### src/logic/ret_exec_defs.svh
// Constants for the return instruction execution block.
`ifndef RET_EXEC_DEFS_SVH
`define RET_EXEC_DEFS_SVH
`define PC_W             13
`define STACK_DEPTH      8
`define SP_W             3
`define INT_EN_BIT       7
`define INTCTL_RST       8'h00
`define STATUS_RST       8'h00
`define W_RST            8'h00
`define PC_RST           13'h0000
`define RET_CYCLES       2
`define OPC_NOP          14'h0000
`define OPC_RETURN       14'h0008
`define OPC_RET_INT      14'h0009
`define OPC_RET_LIT_HI   6'h0d
`define OPC_CALL_HI      3'h4
`endif

### src/logic/ret_exec_pkg.sv
// Types for the return instruction execution block.
package ret_exec_pkg;
  typedef enum logic [1:0] {
    ST_FETCH = 2'b00,
    ST_FLUSH = 2'b01
  } exec_state_t;

  typedef enum logic [2:0] {
    OP_NONE   = 3'b000,
    OP_RETURN = 3'b001,
    OP_RET_INT = 3'b010,
    OP_RET_LIT = 3'b011,
    OP_CALL   = 3'b100
  } ret_op_t;

  typedef struct packed {
    logic        valid;
    logic [13:0] word;
  } instr_t;

  typedef struct packed {
    logic [7:0]  status;
    logic [7:0]  w;
    logic [7:0]  intctl;
  } core_regs_t;
endpackage

### src/logic/return_instruction_execution.sv
// Executes the subroutine and interrupt return instructions of the core.
//
// Function
// - Interrupt return pops stack into PC; one word, two cycles.
// - Interrupt return sets interrupt enable bit 7; flags unchanged.
// - Literal return writes its eight-bit literal into W; flags kept.
// - Literal return pops stack into PC; two cycles total.
// - Plain return pops stack into PC over two cycles; nothing else.
`timescale 1ns/1ns
`include "ret_exec_defs.svh"

module return_instruction_execution
  import ret_exec_pkg::*;
(
  input  wire logic              ref_clk,
  input  wire logic              rstn,
  input  wire instr_t            instr,
  output logic                   instr_taken,
  output logic [`PC_W-1:0]       pc,
  output core_regs_t             regs,
  output logic                   global_interrupt_enable,
  output logic [`PC_W-1:0]       stack_top_entry,
  output logic                   busy
);

  ////////////////////////////////////////////////////////////////////////
  // Decode.

  ret_op_t                op;
  logic    [7:0]          literal;

  always_comb
  begin
    literal = instr.word[7:0];
    op      = OP_NONE;
    if (instr.valid)
    begin
      if (instr.word == `OPC_RETURN)
        op = OP_RETURN;
      else if (instr.word == `OPC_RET_INT)
        op = OP_RET_INT;
      else if (instr.word[13:8] == `OPC_RET_LIT_HI)
        op = OP_RET_LIT;
      else if (instr.word[13:11] == `OPC_CALL_HI)
        op = OP_CALL;
    end
  end

  ////////////////////////////////////////////////////////////////////////
  // Execution state, program counter, stack and registers.

  exec_state_t            state_r;
  exec_state_t            state_nxt;
  logic    [`PC_W-1:0]    pc_r;
  logic    [`PC_W-1:0]    pc_nxt;
  logic    [`SP_W-1:0]    sp_r;
  logic    [`SP_W-1:0]    sp_nxt;
  logic    [`PC_W-1:0]    stack_r [`STACK_DEPTH];
  logic    [`PC_W-1:0]    push_val;
  logic                   push;
  core_regs_t             regs_r;
  core_regs_t             regs_nxt;
  logic                   taken_nxt;
  logic    [`SP_W-1:0]    top_idx;
  logic                   busy_r;
  logic                   busy_nxt;
  logic    [`PC_W-1:0]    top_r;
  logic    [`PC_W-1:0]    top_nxt;
  logic    [`SP_W-1:0]    below_idx;

  assign top_idx = sp_r - 3'h1;

  always_comb
  begin
    state_nxt = state_r;
    pc_nxt    = pc_r;
    sp_nxt    = sp_r;
    regs_nxt  = regs_r;
    push      = 1'b0;
    push_val  = pc_r + 13'h0001;
    taken_nxt = 1'b0;
    unique case (state_r)
      ST_FETCH:
      begin
        if (instr.valid)
        begin
          taken_nxt = 1'b1;
          pc_nxt    = pc_r + 13'h0001;
          unique case (op)
            OP_RETURN:
            begin
              // The second cycle is spent flushing the prefetched word.
              pc_nxt    = stack_r[top_idx];
              sp_nxt    = top_idx;
              state_nxt = ST_FLUSH;
            end
            OP_RET_INT:
            begin
              pc_nxt    = stack_r[top_idx];
              sp_nxt    = top_idx;
              state_nxt = ST_FLUSH;
              regs_nxt.intctl[`INT_EN_BIT] = 1'b1;
            end
            OP_RET_LIT:
            begin
              regs_nxt.w = literal;
              pc_nxt    = stack_r[top_idx];
              sp_nxt    = top_idx;
              state_nxt = ST_FLUSH;
            end
            OP_CALL:
            begin
              push      = 1'b1;
              sp_nxt    = sp_r + 3'h1;
              // Upper bits of the target read as zero; no page latch here.
              pc_nxt    = {2'b00, instr.word[10:0]};
              state_nxt = ST_FLUSH;
            end
            default:
            begin
              pc_nxt = pc_r + 13'h0001;
            end
          endcase
        end
      end
      ST_FLUSH:
      begin
        state_nxt = ST_FETCH;
      end
    endcase
    busy_nxt = (state_nxt == ST_FLUSH);
  end

  // Sequencer: the flush state and the busy flag that advertises it.
  always_ff @(posedge ref_clk or negedge rstn)
  begin
    if (!rstn)
    begin
      state_r <= ST_FETCH;
      busy_r  <= 1'b0;
    end
    else
    begin
      state_r <= state_nxt;
      busy_r  <= busy_nxt;
    end
  end

  // Program counter and stack pointer.
  always_ff @(posedge ref_clk or negedge rstn)
  begin
    if (!rstn)
    begin
      pc_r <= `PC_RST;
      sp_r <= '0;
    end
    else
    begin
      pc_r <= pc_nxt;
      sp_r <= sp_nxt;
    end
  end

  // Working, status and interrupt control registers.
  always_ff @(posedge ref_clk or negedge rstn)
  begin
    if (!rstn)
      regs_r <= '{status: `STATUS_RST, w: `W_RST, intctl: `INTCTL_RST};
    else
      regs_r <= regs_nxt;
  end

  // Acceptance strobe, high for the one cycle after a word is taken.
  always_ff @(posedge ref_clk or negedge rstn)
  begin
    if (!rstn)
      instr_taken <= 1'b0;
    else
      instr_taken <= taken_nxt;
  end

  ////////////////////////////////////////////////////////////////////////
  // Return stack storage.

  // The stack is a circular array; overflow wraps as in the core.
  // Its contents are not reset, so a pop before any push reads garbage.
  always_ff @(posedge ref_clk)
  begin
    if (push)
      stack_r[sp_r] <= push_val;
  end

  ////////////////////////////////////////////////////////////////////////
  // Copy of the stack top.

  // A registered copy keeps the top entry output on a flop of its own.
  assign below_idx = sp_nxt - 3'h1;

  always_comb
  begin
    top_nxt = top_r;
    if (push)
      top_nxt = push_val;
    else if (sp_nxt != sp_r)
      top_nxt = stack_r[below_idx];
  end

  always_ff @(posedge ref_clk or negedge rstn)
  begin
    if (!rstn)
      top_r <= `PC_RST;
    else
      top_r <= top_nxt;
  end

  ////////////////////////////////////////////////////////////////////////
  // Outputs, each taken straight from a flop.

  assign pc                      = pc_r;
  assign regs                    = regs_r;
  assign global_interrupt_enable = regs_r.intctl[`INT_EN_BIT];
  assign stack_top_entry         = top_r;
  assign busy                    = busy_r;

endmodule

### config.mk
export PLATFORM = sky130hd
export DESIGN_NAME = return_instruction_execution
export DESIGN_NICKNAME = d
export VERILOG_FILES = /design/src/logic/ret_exec_pkg.sv /design/src/logic/return_instruction_execution.sv
export VERILOG_INCLUDE_DIRS = /design/src /design/src/logic
export SDC_FILE = /design/constraint.sdc
export NUM_CORES = 1
export LEC_CHECK = 0
export ABC_AREA = 1
export BUFFER_PORTS_ARGS = -buffer_cell sky130_fd_sc_hd__buf_4
export CAP_MARGIN = 5
export CORE_ASPECT_RATIO = 0.8
export CORE_MARGIN = 1.5
export CORE_UTILIZATION = 50
export DETAILED_ROUTE_END_ITERATION = 12
export PLACE_DENSITY = 0.71
export SLEW_MARGIN = 20
export SYNTH_ARGS = -nofsm -noshare
export SYNTH_HDL_FRONTEND = slang
export SYNTH_SLANG_ARGS = --single-unit
### constraint.sdc
create_clock -name ref_clk -period 3.68 [get_ports ref_clk]
set_clock_uncertainty 0.1 [all_clocks]
set_input_delay 0.552 -clock ref_clk [delete_from_list [all_inputs] [get_ports ref_clk]]
set_output_delay 0.552 -clock ref_clk [all_outputs]
set_load 0.01 [all_outputs]
==> metrics.md, run 1 <==
| Metric | Value |
|---|---|
| Number of DRC markers in iteration 0 | 716 |
| Core footprint | 0.01511 mm2 |
| Total Wirelength | 22,060 um |
| Number of H-tree levels | 4 |
| CTS Root Buffer Type | clkbuf_16 |
| TritonRoute pass-1 iters | 5 |
| Least-Margin Pin Slew | 0.9333 ns |
| Post-route clock period utilization | 0.8506 |
| Net count, final | 982 |
| Slew Limit Fails | 0 |
| Hold buffer count at cts | 0 |
| Metal1 wirelength | 9592 um |
| Multi-input combinational cell area | 0.003059 mm2 |
| Number of post-CTS setup repair buffers | 0 |
| Number of sinks driven by the clock tree | 146 |
| Portion of the post-synthesis area used by sequential elements | 0.5375 |
| Unrepaired setup endpoints after global routing | no |
| Number of standard cells after synthesis | 907 |
| Worst hold path class | input port to asynchronous set/reset pin |
| Critical path launch point type | flop |
| Total half-perimeter wirelength after legalization and detailed placement | 14,910 um |
| Antenna cells | 0 |
| Final total negative setup slack | 0 ns |
| Skew-Pair Late Insertion Delay | 0.42 ns |
| Placed Cells | 1,153 |
| Number of stages on the worst setup path | 14 |
| CTS clk-pin slew, worst paths | 0.07 ns |
| Gate family responsible for the most delay along the worst path | simple AND/OR/NAND/NOR gates |
| Number of max-cap violations | 0 |
| Die Wd | 142.3 um |
| Drt drc | 0 |
| Total track usage | 0.2814 |
| Depth of the worst register-to-register path | 14 |
| Number of core rows | 40 |
| Register area | 0.004175 mm2 |
| Worst setup startpoint | sp_r[1] |
| Last weighted congestion value of the routability-driven placer | 0.9416 |
| Maximum clock insertion buffer count | 2 |
| Maximum number of pins on one net before global-route repair | 74 |
| Flops & latches, synth | 146 |
| Worst-path cell chain | clkinv_1 -> ha_1 -> xnor2_1 -> inv_1 -> nand3_1 -> nand2_1 -> o21ai_1 -> nand3_1 -> nand3_1 -> nand2_2 -> nor2_4 -> nor2_1 -> nor2_1 -> nor2_1 |
| Status | complete, no violations |
| Count of different cell masters after synthesis | 41 |
| WL met3 | 2044 um |
| Mean area per synthesized cell | 8.561 um2 |
| TritonCTS buffer count | 17 |
| Via count of the first global-routing pass | 6,123 |
| Switching part of the total power | 0.4396 |
| Congestion Overflow GR | 0 |
| Crit Path Category | flop to flop |
| Number of warnings issued by yosys | 0 |
| Element type at the critical path end | flop |
| Count of final setup violators | 0 |
| Total Die Area | 0.01629 mm2 |
| WP data required | 3.89 ns |
| Via count normalized by instance count | 5.623 |
| Number of enable flip-flop cells after synthesis | 104 |
| Largest fanout on the critical path | 13 |
| Worst path slowest cell | dfrtp_1 |
| Most common cell after layout, fill and taps aside | nand2_1 |
| Leading cell types in the layout, fill and taps excluded | 280 x nand2_1, 104 x edfxtp_1, 80 x buf_4 |
| Average wire length per cell after detail routing | 18.61 um |
| Antenna Violating Nets Remaining | 0 |
| Fraction of power consumed by the clock network | 0.229 |
| Leakage dissipation | 0.003832 uW |
| Fill cell instance count of the final layout | 1,296 |
| Top layer in use | met4 |
| Post-Syn Area | 0.007765 mm2 |
| Critical path's largest stage delay | 0.48 ns |
| Number of buffer and inverter stages on the critical path | 2 |
| Critical R2R Launch | sp_r[1] |
| Most used flip-flop cell after synthesis | edfxtp_1 |
| Switching pwr | 3328 uW |
| Power Dens Cells | 844.6 mW/mm2 |
| Max rail drop VDD | 0.0004747 V |
| Signal arrival time at the worst endpoint | 3.34 ns |
| Async set-reset flop share out of synthesis | 0.2877 |
| Achievable Freq | 319.5 MHz |
| Vias | 6,663 |
| Area growth syn-to-layout | 15.42% |
| Die outline height | 114.5 um |
| Combinational share of power | 0.451 |
| Buffers added on ports | 54 |
| Internal power | 4242 uW |
| Fin. Hold Viols | 0 |
| Number of antenna violations at the first check in global routing | 0 |
| Post-cts resize count | 0 |
| Met2 Routed Length | 9744 um |
| Number of standard cells in the final layout excluding fillers | 1,185 |
| Wire length of the first global-routing pass | 33,700 um |
| Number of top-level design ports | 70 |
| Relative max-transition margin | 0.3757 |
| Power share of the sequential group | 0.320 |
| Initial core utilization | 0.5137 |
| Fin crit period | 3.130 ns |
| CTS tree | done |
| Fraction of layout instances using a drive strength above 1 | 0.1549 |
cells in the mapped netlist, types with 2 or more instances:
cell type | count | area share
xnor2_1 | 3 | 0.0034
nand3_1 | 78 | 0.050
ha_1 | 3 | 0.0048
o21ai_0 | 57 | 0.037
dfrtp_1 | 42 | 0.14
a32oi_1 | 2 | 0.0023
inv_1 | 64 | 0.031
o221ai_1 | 3 | 0.0034
clkbuf_1 | 24 | 0.012
o32ai_1 | 7 | 0.0079
inv_2 | 3 | 0.0015
nor3_1 | 13 | 0.0084
o21ai_1 | 10 | 0.0064
nor2_1 | 75 | 0.036
buf_4 | 19 | 0.018
o2111ai_1 | 2 | 0.0023
nand2_1 | 280 | 0.14
buf_6 | 8 | 0.012
nand2_4 | 5 | 0.0073
o31ai_1 | 2 | 0.0019
buf_2 | 5 | 0.0032
nand2_2 | 13 | 0.010
buf_1 | 3 | 0.0015
nand4_1 | 12 | 0.0097
nor2_4 | 3 | 0.0044
xor2_1 | 10 | 0.011
nor2_2 | 3 | 0.0024
a21oi_2 | 2 | 0.0023
edfxtp_1 | 104 | 0.40
a31oi_1 | 2 | 0.0016
a21oi_1 | 40 | 0.026
per-layer routing:
layer,vias to the layer above,GRT usage
li1,3124,-
met1,3137,0.4066
met2,347,0.4224
met3,55,0.05019
met4,0,0.1162
met5,-,0
state kept, by name, indices dropped and copies added (netlist names):
signal / cells
stack_r: 104
pc: 13
stack_top_entry: 13
regs: 8
sp_r: 3
state_r: 2
busy: 1
global_interrupt_enable: 1
instr_taken: 1
worst reg2reg max path: stages (launching register included):
cell      delay, ns
dfrtp_1        0.48
clkinv_1       0.33
ha_1           0.31
xnor2_1        0.19
inv_1          0.09
nand3_1        0.09
nand2_1        0.08
o21ai_1        0.31
nand3_1        0.17
nand3_1        0.14
nand2_2        0.09
nor2_4         0.32
nor2_1         0.12
nor2_1         0.14
nor2_1         0.05
path summary, 6_finish.rpt:
| kind | to | slack (ns) |
|---|---|---|
| worst max register to register | stack_top_entry[10] | 0.55 |
| max in group asynchronous | sp_r[0] | 3.04 |
| worst min register to register | stack_top_entry[8] | 0.39 |
| worst min-delay path | regs[13] | 0.01 |
| worst max-delay path | stack_top_entry[10] | 0.55 |
| min in group ref_clk | regs[10] | 0.29 |
power by group through the flow:
stage               Sequential [uW]  Clock [uW]  Combinational (uW)
floorplan                      2440           0                2180
global placement               2440           0                3280
detailed placement             2450           0                3310
CTS                            2420        1740                3350
global route                   2440        1810                3730
finish                         2430        1730                3410
stage by stage:
stage                     cell area [um2]    util  hold slack [ns]  total power (uW)  setup slack (ns)
final                                8962  0.5930          0.01232              7570            0.5499
after global routing                 8962  0.5930          0.04479              7988            0.3200
after CTS                            8962  0.5930          0.03293              7506            0.6548
after floorplan                      7818       -           0.1564              4617            0.8302
after detailed placement             8373  0.5540           0.3749              5758            0.3581
after global placement               8373  0.5540           0.3725              5728            0.4595
kinds of logic (layout without fill, tap and decap cells):
logic type | count (synthesis) | after routing | share of synthesized area
AND/OR/NAND/NOR | 485 | 485 | 0.2673
buffers and inverters | 127 | 181 | 0.07912
AO/OA/AOI/OAI | 131 | 131 | 0.09459
XOR/XNOR | 13 | 13 | 0.01466
other | 1 | 15 | 0.0004829
flip-flops | 146 | 146 | 0.5375
adder cells (fa/ha/maj) | 3 | 3 | 0.004835
multiplexers | 1 | 1 | 0.001450
final cells by class:
type / count / share of cell area
sequential: 146 / 0.4659
multi-input combinational: 648 / 0.3413
timing repair buffer: 81 / 0.06924
clock buffer: 18 / 0.05026
tap: 210 / 0.02932
inverter: 68 / 0.02848
clock inverter: 14 / 0.01550
(Power assumes the default switching activity.)
==> run 2, diff against run 1 <==
--- a/config.mk
+++ b/config.mk
@@ -13,7 +13,7 @@
 export CORE_MARGIN = 1.5
 export CORE_UTILIZATION = 50
 export DETAILED_ROUTE_END_ITERATION = 12
-export PLACE_DENSITY = 0.71
+export PLACE_DENSITY = 0.69
 export SLEW_MARGIN = 20
 export SYNTH_ARGS = -nofsm -noshare
 export SYNTH_HDL_FRONTEND = slang
==> metrics.md, run 2 (same netlist as run 1, synthesis figures left out) <==
| Metric | Value |
|---|---|
| Element type at the critical path end | flop |
| Skew-Pair Late Insertion Delay | 0.42 ns |
| Critical path's largest stage delay | 0.50 ns |
| Hold buffer count at cts | 0 |
| Congestion Overflow GR | 0 |
| Fraction of layout instances using a drive strength above 1 | 0.1566 |
| Maximum number of pins on one net before global-route repair | 74 |
| Relative max-transition margin | 0.3752 |
| Number of antenna violations at the first check in global routing | 0 |
| Drt drc | 0 |
| Average wire length per cell after detail routing | 18.97 um |
| Total track usage | 0.2877 |
| Internal power | 4296 uW |
| Number of max-cap violations | 0 |
| Post-route standard cell area excluding fillers | 0.009000 mm2 |
| Switching part of the total power | 0.4360 |
| Most common cell after layout, fill and taps aside | nand2_1 |
| Final total negative setup slack | 0 ns |
| Critical path launch point type | flop |
| Area growth syn-to-layout | 15.90% |
| Combinational share of power | 0.448 |
| Wire length of the first global-routing pass | 33,990 um |
| Library cell appearing most often on the critical path | nand2_1 |
| Unrepaired setup endpoints after global routing | no |
| Number of flip-flops in the largest register | 104 |
| Fin crit period | 3.233 ns |
| Fin. Hold Viols | 0 |
| Power share of the sequential group | 0.319 |
| Post-cts resize count | 0 |
| CTS Root Buffer Type | clkbuf_16 |
| Leakage dissipation | 0.003843 uW |
| Last weighted congestion value of the routability-driven placer | 0.9595 |
| TritonCTS buffer count | 17 |
| Initial core utilization | 0.5137 |
| Total half-perimeter wirelength after legalization and detailed placement | 15,170 um |
| Die outline height | 114.5 um |
| Signal arrival time at the worst endpoint | 3.49 ns |
| Least-Margin Pin Slew | 0.9340 ns |
| Number of DRC markers in iteration 0 | 707 |
| Reg2reg setup slack | 0.45 ns |
| Via count of the first global-routing pass | 6,126 |
| Net count, final | 984 |
| Power Dens Cells | 846.3 mW/mm2 |
| CTS clk-pin slew, worst paths | 0.07 ns |
| Count of final setup violators | 0 |
| Crit Path Category | flop to flop |
| Antenna Violating Nets Remaining | 0 |
| WP data required | 3.94 ns |
| Number of post-CTS setup repair buffers | 0 |
| Number of core rows | 40 |
| Via count normalized by instance count | 5.579 |
| CTS tree | done |
| Status | complete, no violations |
| Antenna cells | 0 |
| Leading cell types in the layout, fill and taps excluded | 280 x nand2_1, 104 x edfxtp_1, 82 x buf_4 |
| Die Wd | 142.3 um |
| Total Die Area | 0.01629 mm2 |
| Vias | 6,622 |
| Util after Layout | 0.5954 |
| Switching pwr | 3321 uW |
| Number of sinks driven by the clock tree | 146 |
| Maximum clock insertion buffer count | 2 |
| Post-route clock period utilization | 0.8786 |
| Largest fanout on the critical path | 25 |
| TritonRoute pass-1 iters | 5 |
| Most flops, register | stack_r |
| Buffers added on ports | 54 |
| Number of top-level design ports | 70 |
| Instance area at placement | 0.008388 mm2 |
| Achievable Freq | 309.3 MHz |
| Fraction of power consumed by the clock network | 0.233 |
| Slew Limit Fails | 0 |
| Worst-path cell chain | clkinv_1 -> ha_1 -> inv_2 -> nand3_1 -> nand2_1 -> nand2_1 -> nand2_2 -> nand2_2 -> nand2_2 -> nand2_1 -> nand2_1 -> nand2_1 -> nand2_1 -> inv_1 -> nor2_1 -> nor2_1 -> nor2_1 |
| Worst hold path class | input port to asynchronous set/reset pin |
| Number of H-tree levels | 4 |
| Sum of internal, switching and leakage power | 7617 uW |
| Max rail drop VDD | 0.0004637 V |
| Total Wirelength | 22,520 um |
| Worst path slowest cell | dfrtp_1 |
| Core footprint | 0.01511 mm2 |
## run 2: cell types whose count changed in the layout (fill, tap and decap cells not counted), sizes merged
cell,before,now
clkbuf,18,19
clkinv,4,3
clkinvlp,1,3
inv,76,74
buf,81,83
## run 2: worst paths after layout
| check | cells past startpoint | startpoint | end |
|---|---|---|---|
| max in group asynchronous | 1 | rstn | sp_r[0] |
| hold / removal | 1 | rstn | regs[14] |
| setup reg to reg | 17 | sp_r[1] | stack_top_entry[10] |
| setup / recovery | 17 | sp_r[1] | stack_top_entry[10] |
| min in group ref_clk | 2 | instr[2] | regs[10] |
| hold reg to reg | 2 | stack_top_entry[6] | stack_top_entry[6] |
## run 2: metal layers
layer | track usage | vias up | part of all wire
met5 | 0 | - | 0
met4 | 0.1079 | 0 | 0.031
met3 | 0.08156 | 54 | 0.10
met2 | 0.4319 | 343 | 0.43
met1 | 0.3994 | 3105 | 0.43
li1 | - | 3120 | -
## run 2: power by group through the flow
| stage | sequential [uW] | clock, uW | combinational [uW] |
|---|---|---|---|
| finish | 2430 | 1770 | 3410 |
| global route | 2450 | 1850 | 3720 |
| CTS | 2420 | 1790 | 3340 |
| detailed placement | 2450 | 0 | 3320 |
| global placement | 2460 | 0 | 3300 |
| floorplan | 2440 | 0 | 2180 |
## run 2: critical path: cells and delay by family, from the launching register on
| kind | cells | cell delay [ns] |
|---|---|---|
| simple gates | 13 | 1.49 |
| flops | 1 | 0.50 |
| buf+inv | 3 | 0.66 |
| fa+ha+maj | 1 | 0.40 |
## run 2: area by class of cell
type                            instances  area, um2
Fill cell                            1336       6115
Sequential cell                       146       4175
Multi-Input combinational cell        648       3059
Timing Repair Buffer                   83      635.6
Clock buffer                           19      475.5
Tap cell                              210      262.8
Inverter                               68      255.2
Clock inverter                         13      136.4
## run 2: metrics by stage
step                setup WS, ns  hold slack [ns]  instances
floorplan                 0.8302           0.1564        921
global placement          0.3991           0.3720       1155
detailed placement        0.3419           0.3753       1155
CTS                       0.5023          0.04090       1187
global route              0.2726          0.06515       1187
finish                    0.4467          0.02441       1187
==> run 3, diff against run 2 <==
--- a/config.mk
+++ b/config.mk
@@ -13,7 +13,7 @@
 export CORE_MARGIN = 1.5
 export CORE_UTILIZATION = 50
 export DETAILED_ROUTE_END_ITERATION = 12
-export PLACE_DENSITY = 0.69
+export PLACE_DENSITY_LB_ADDON = 0.1
 export SLEW_MARGIN = 20
 export SYNTH_ARGS = -nofsm -noshare
 export SYNTH_HDL_FRONTEND = slang
==> metrics.md, run 3 (same netlist as run 1, synthesis figures left out) <==
| Metric | Value |
|---|---|
| Total Wirelength | 23,800 um |
| Vias | 6,780 |
| Core footprint | 0.01511 mm2 |
| End of the worst register-to-register path | stack_top_entry[12] |
| Number of top-level design ports | 70 |
| Number of antenna violations at the first check in global routing | 0 |
| Number of max-cap violations | 0 |
| Combinational share of power | 0.461 |
| Sum of internal, switching and leakage power | 7643 uW |
| Number of standard cells in the final layout excluding fillers | 1,187 |
| Status | complete, no violations |
| TritonCTS buffer count | 17 |
| Post-cts resize count | 0 |
| Area growth syn-to-layout | 15.21% |
| Switching pwr | 3410 uW |
| Net count, final | 984 |
| Die Wd | 142.3 um |
| Element type at the critical path end | flop |
| Critical path launch point type | input port |
| Wire length of the first global-routing pass | 35,960 um |
| Internal power | 4233 uW |
| Instance area at placement | 0.008376 mm2 |
| Fill cell instance count of the final layout | 1,313 |
| Number of post-CTS setup repair buffers | 0 |
| Fraction of layout instances using a drive strength above 1 | 0.1556 |
| Most flops, register | stack_r |
| Relative max-transition margin | 0.2680 |
| Buffers added on ports | 54 |
| Minimum hold slack | 0.01594 ns |
| Drt drc | 0 |
| Achievable Freq | 329.6 MHz |
| Number of DRC markers in iteration 0 | 761 |
| Unrepaired setup endpoints after global routing | no |
| Via count of the first global-routing pass | 6,333 |
| Leading cell types in the layout, fill and taps excluded | 280 x nand2_1, 104 x edfxtp_1, 83 x buf_4 |
| Total half-perimeter wirelength after legalization and detailed placement | 16,320 um |
| Number of sinks driven by the clock tree | 146 |
| Fraction of power consumed by the clock network | 0.217 |
| TritonRoute pass-1 iters | 6 |
| Least-Margin Pin Slew | 1.094 ns |
| Number of H-tree levels | 4 |
| Die outline height | 114.5 um |
| Average wire length per cell after detail routing | 20.05 um |
| Final total negative setup slack | 0 ns |
| Max rail drop VDD | 0.0005519 V |
| WP data required | 3.90 ns |
| Fin crit period | 3.034 ns |
| Congestion Overflow GR | 0 |
| Post-route standard cell area excluding fillers | 0.008946 mm2 |
| Hold buffer count at cts | 0 |
| Depth of the worst register-to-register path | 15 |
| Antenna Violating Nets Remaining | 0 |
| Count of final setup violators | 0 |
| Number of flip-flops in the largest register | 104 |
| Signal arrival time at the worst endpoint | 3.25 ns |
| Total track usage | 0.3035 |
| Power Dens Cells | 854.4 mW/mm2 |
| Fin. Hold Viols | 0 |
| Reg2reg setup slack | 0.76 ns |
| Initial core utilization | 0.5137 |
| Crit Path Category | input port to flop |
| Critical R2R Launch | sp_r[1] |
| CTS Root Buffer Type | clkbuf_16 |
| Skew-Pair Late Insertion Delay | 0.43 ns |
| Antenna cells | 0 |
| Switching part of the total power | 0.4462 |
| CTS clk-pin slew, worst paths | 0.06 ns |
| Most common cell after layout, fill and taps aside | nand2_1 |
| Maximum number of pins on one net before global-route repair | 67 |
| Total Die Area | 0.01629 mm2 |
| Via count normalized by instance count | 5.712 |
| Last weighted congestion value of the routability-driven placer | 0.9596 |
| Number of core rows | 40 |
| Post-route clock period utilization | 0.8245 |
| Maximum clock insertion buffer count | 2 |
| Slew Limit Fails | 0 |
| Placed Cells | 1,155 |
| CTS tree | done |
| Largest fanout on the critical path | 16 |
| Worst hold path class | input port to asynchronous set/reset pin |
| Leakage dissipation | 0.003825 uW |
| Power share of the sequential group | 0.322 |
run 3: cell types whose count changed in the layout (fill, tap and decap cells not counted):
cell / change
buf_12: -1
buf_4: +1
bufinv_16: -1
clkbuf_1: +1
clkinv_2: +1
clkinvlp_4: -1
inv_4: +3
inv_6: -1
inv_8: -2
run 3: worst max-delay path by stage:
stage	from	end	slack [ns]	cells past startpoint
final	instr[2]	stack_top_entry[5]	0.65	20
after global routing	instr[2]	stack_top_entry[9]	0.37	20
after CTS	instr[2]	stack_top_entry[5]	0.68	20
after detailed placement	instr[2]	stack_top_entry[5]	0.25	20
after global placement	instr[2]	stack_top_entry[9]	0.34	20
after floorplan	sp_r[0]	stack_r[3][0]	0.83	5
run 3: power groups by stage:
stage	clock [uW]	combinational, uW	sequential, uW
detailed placement	0	3430	2480
global route	1750	3860	2480
CTS	1680	3450	2450
global placement	0	3400	2480
finish	1660	3520	2460
floorplan	0	2180	2440
run 3: critical path: stages:
cell and delay [ns]:
buf_4 0.12, nor2_1 0.14, nand2_1 0.09, nor2_1 0.21
nand3_1 0.18, nand2_1 0.11, inv_2 0.06, nand2_4 0.14
nand2_2 0.20, nand2_1 0.19, nand2_2 0.13, nand2_2 0.13
nand2_2 0.24, buf_4 0.28, nand2_1 0.08, nand4_1 0.10
nand2_1 0.11, nand2_1 0.06, nand3_1 0.08, nand2_1 0.05
run 3: metrics by stage:
step | util | worst slack, ns
final | 0.5919 | 0.6460
after detailed placement | 0.5541 | 0.2509
after CTS | 0.5919 | 0.6840
after global routing | 0.5919 | 0.3696
after floorplan | - | 0.8302
after global placement | 0.5541 | 0.3365
run 3: metal layers:
layer  GRT usage  vias to the layer above  share of wire
met1      0.4318                     3205           0.43
met2      0.4459                      389           0.44
met3     0.06943                       69          0.096
met4      0.1340                        0          0.033
met5           0                        -              0
li1            -                     3117              -
run 3: cell type report:
type,count,area [um2],share of cell area
tap,210,262.8,0.02937
sequential,146,4175,0.4667
multi-input combinational,648,3059,0.3420
timing repair buffer,83,623.1,0.06965
clock inverter,12,91.34,0.01021
inverter,68,255.2,0.02853
clock buffer,20,479.2,0.05357
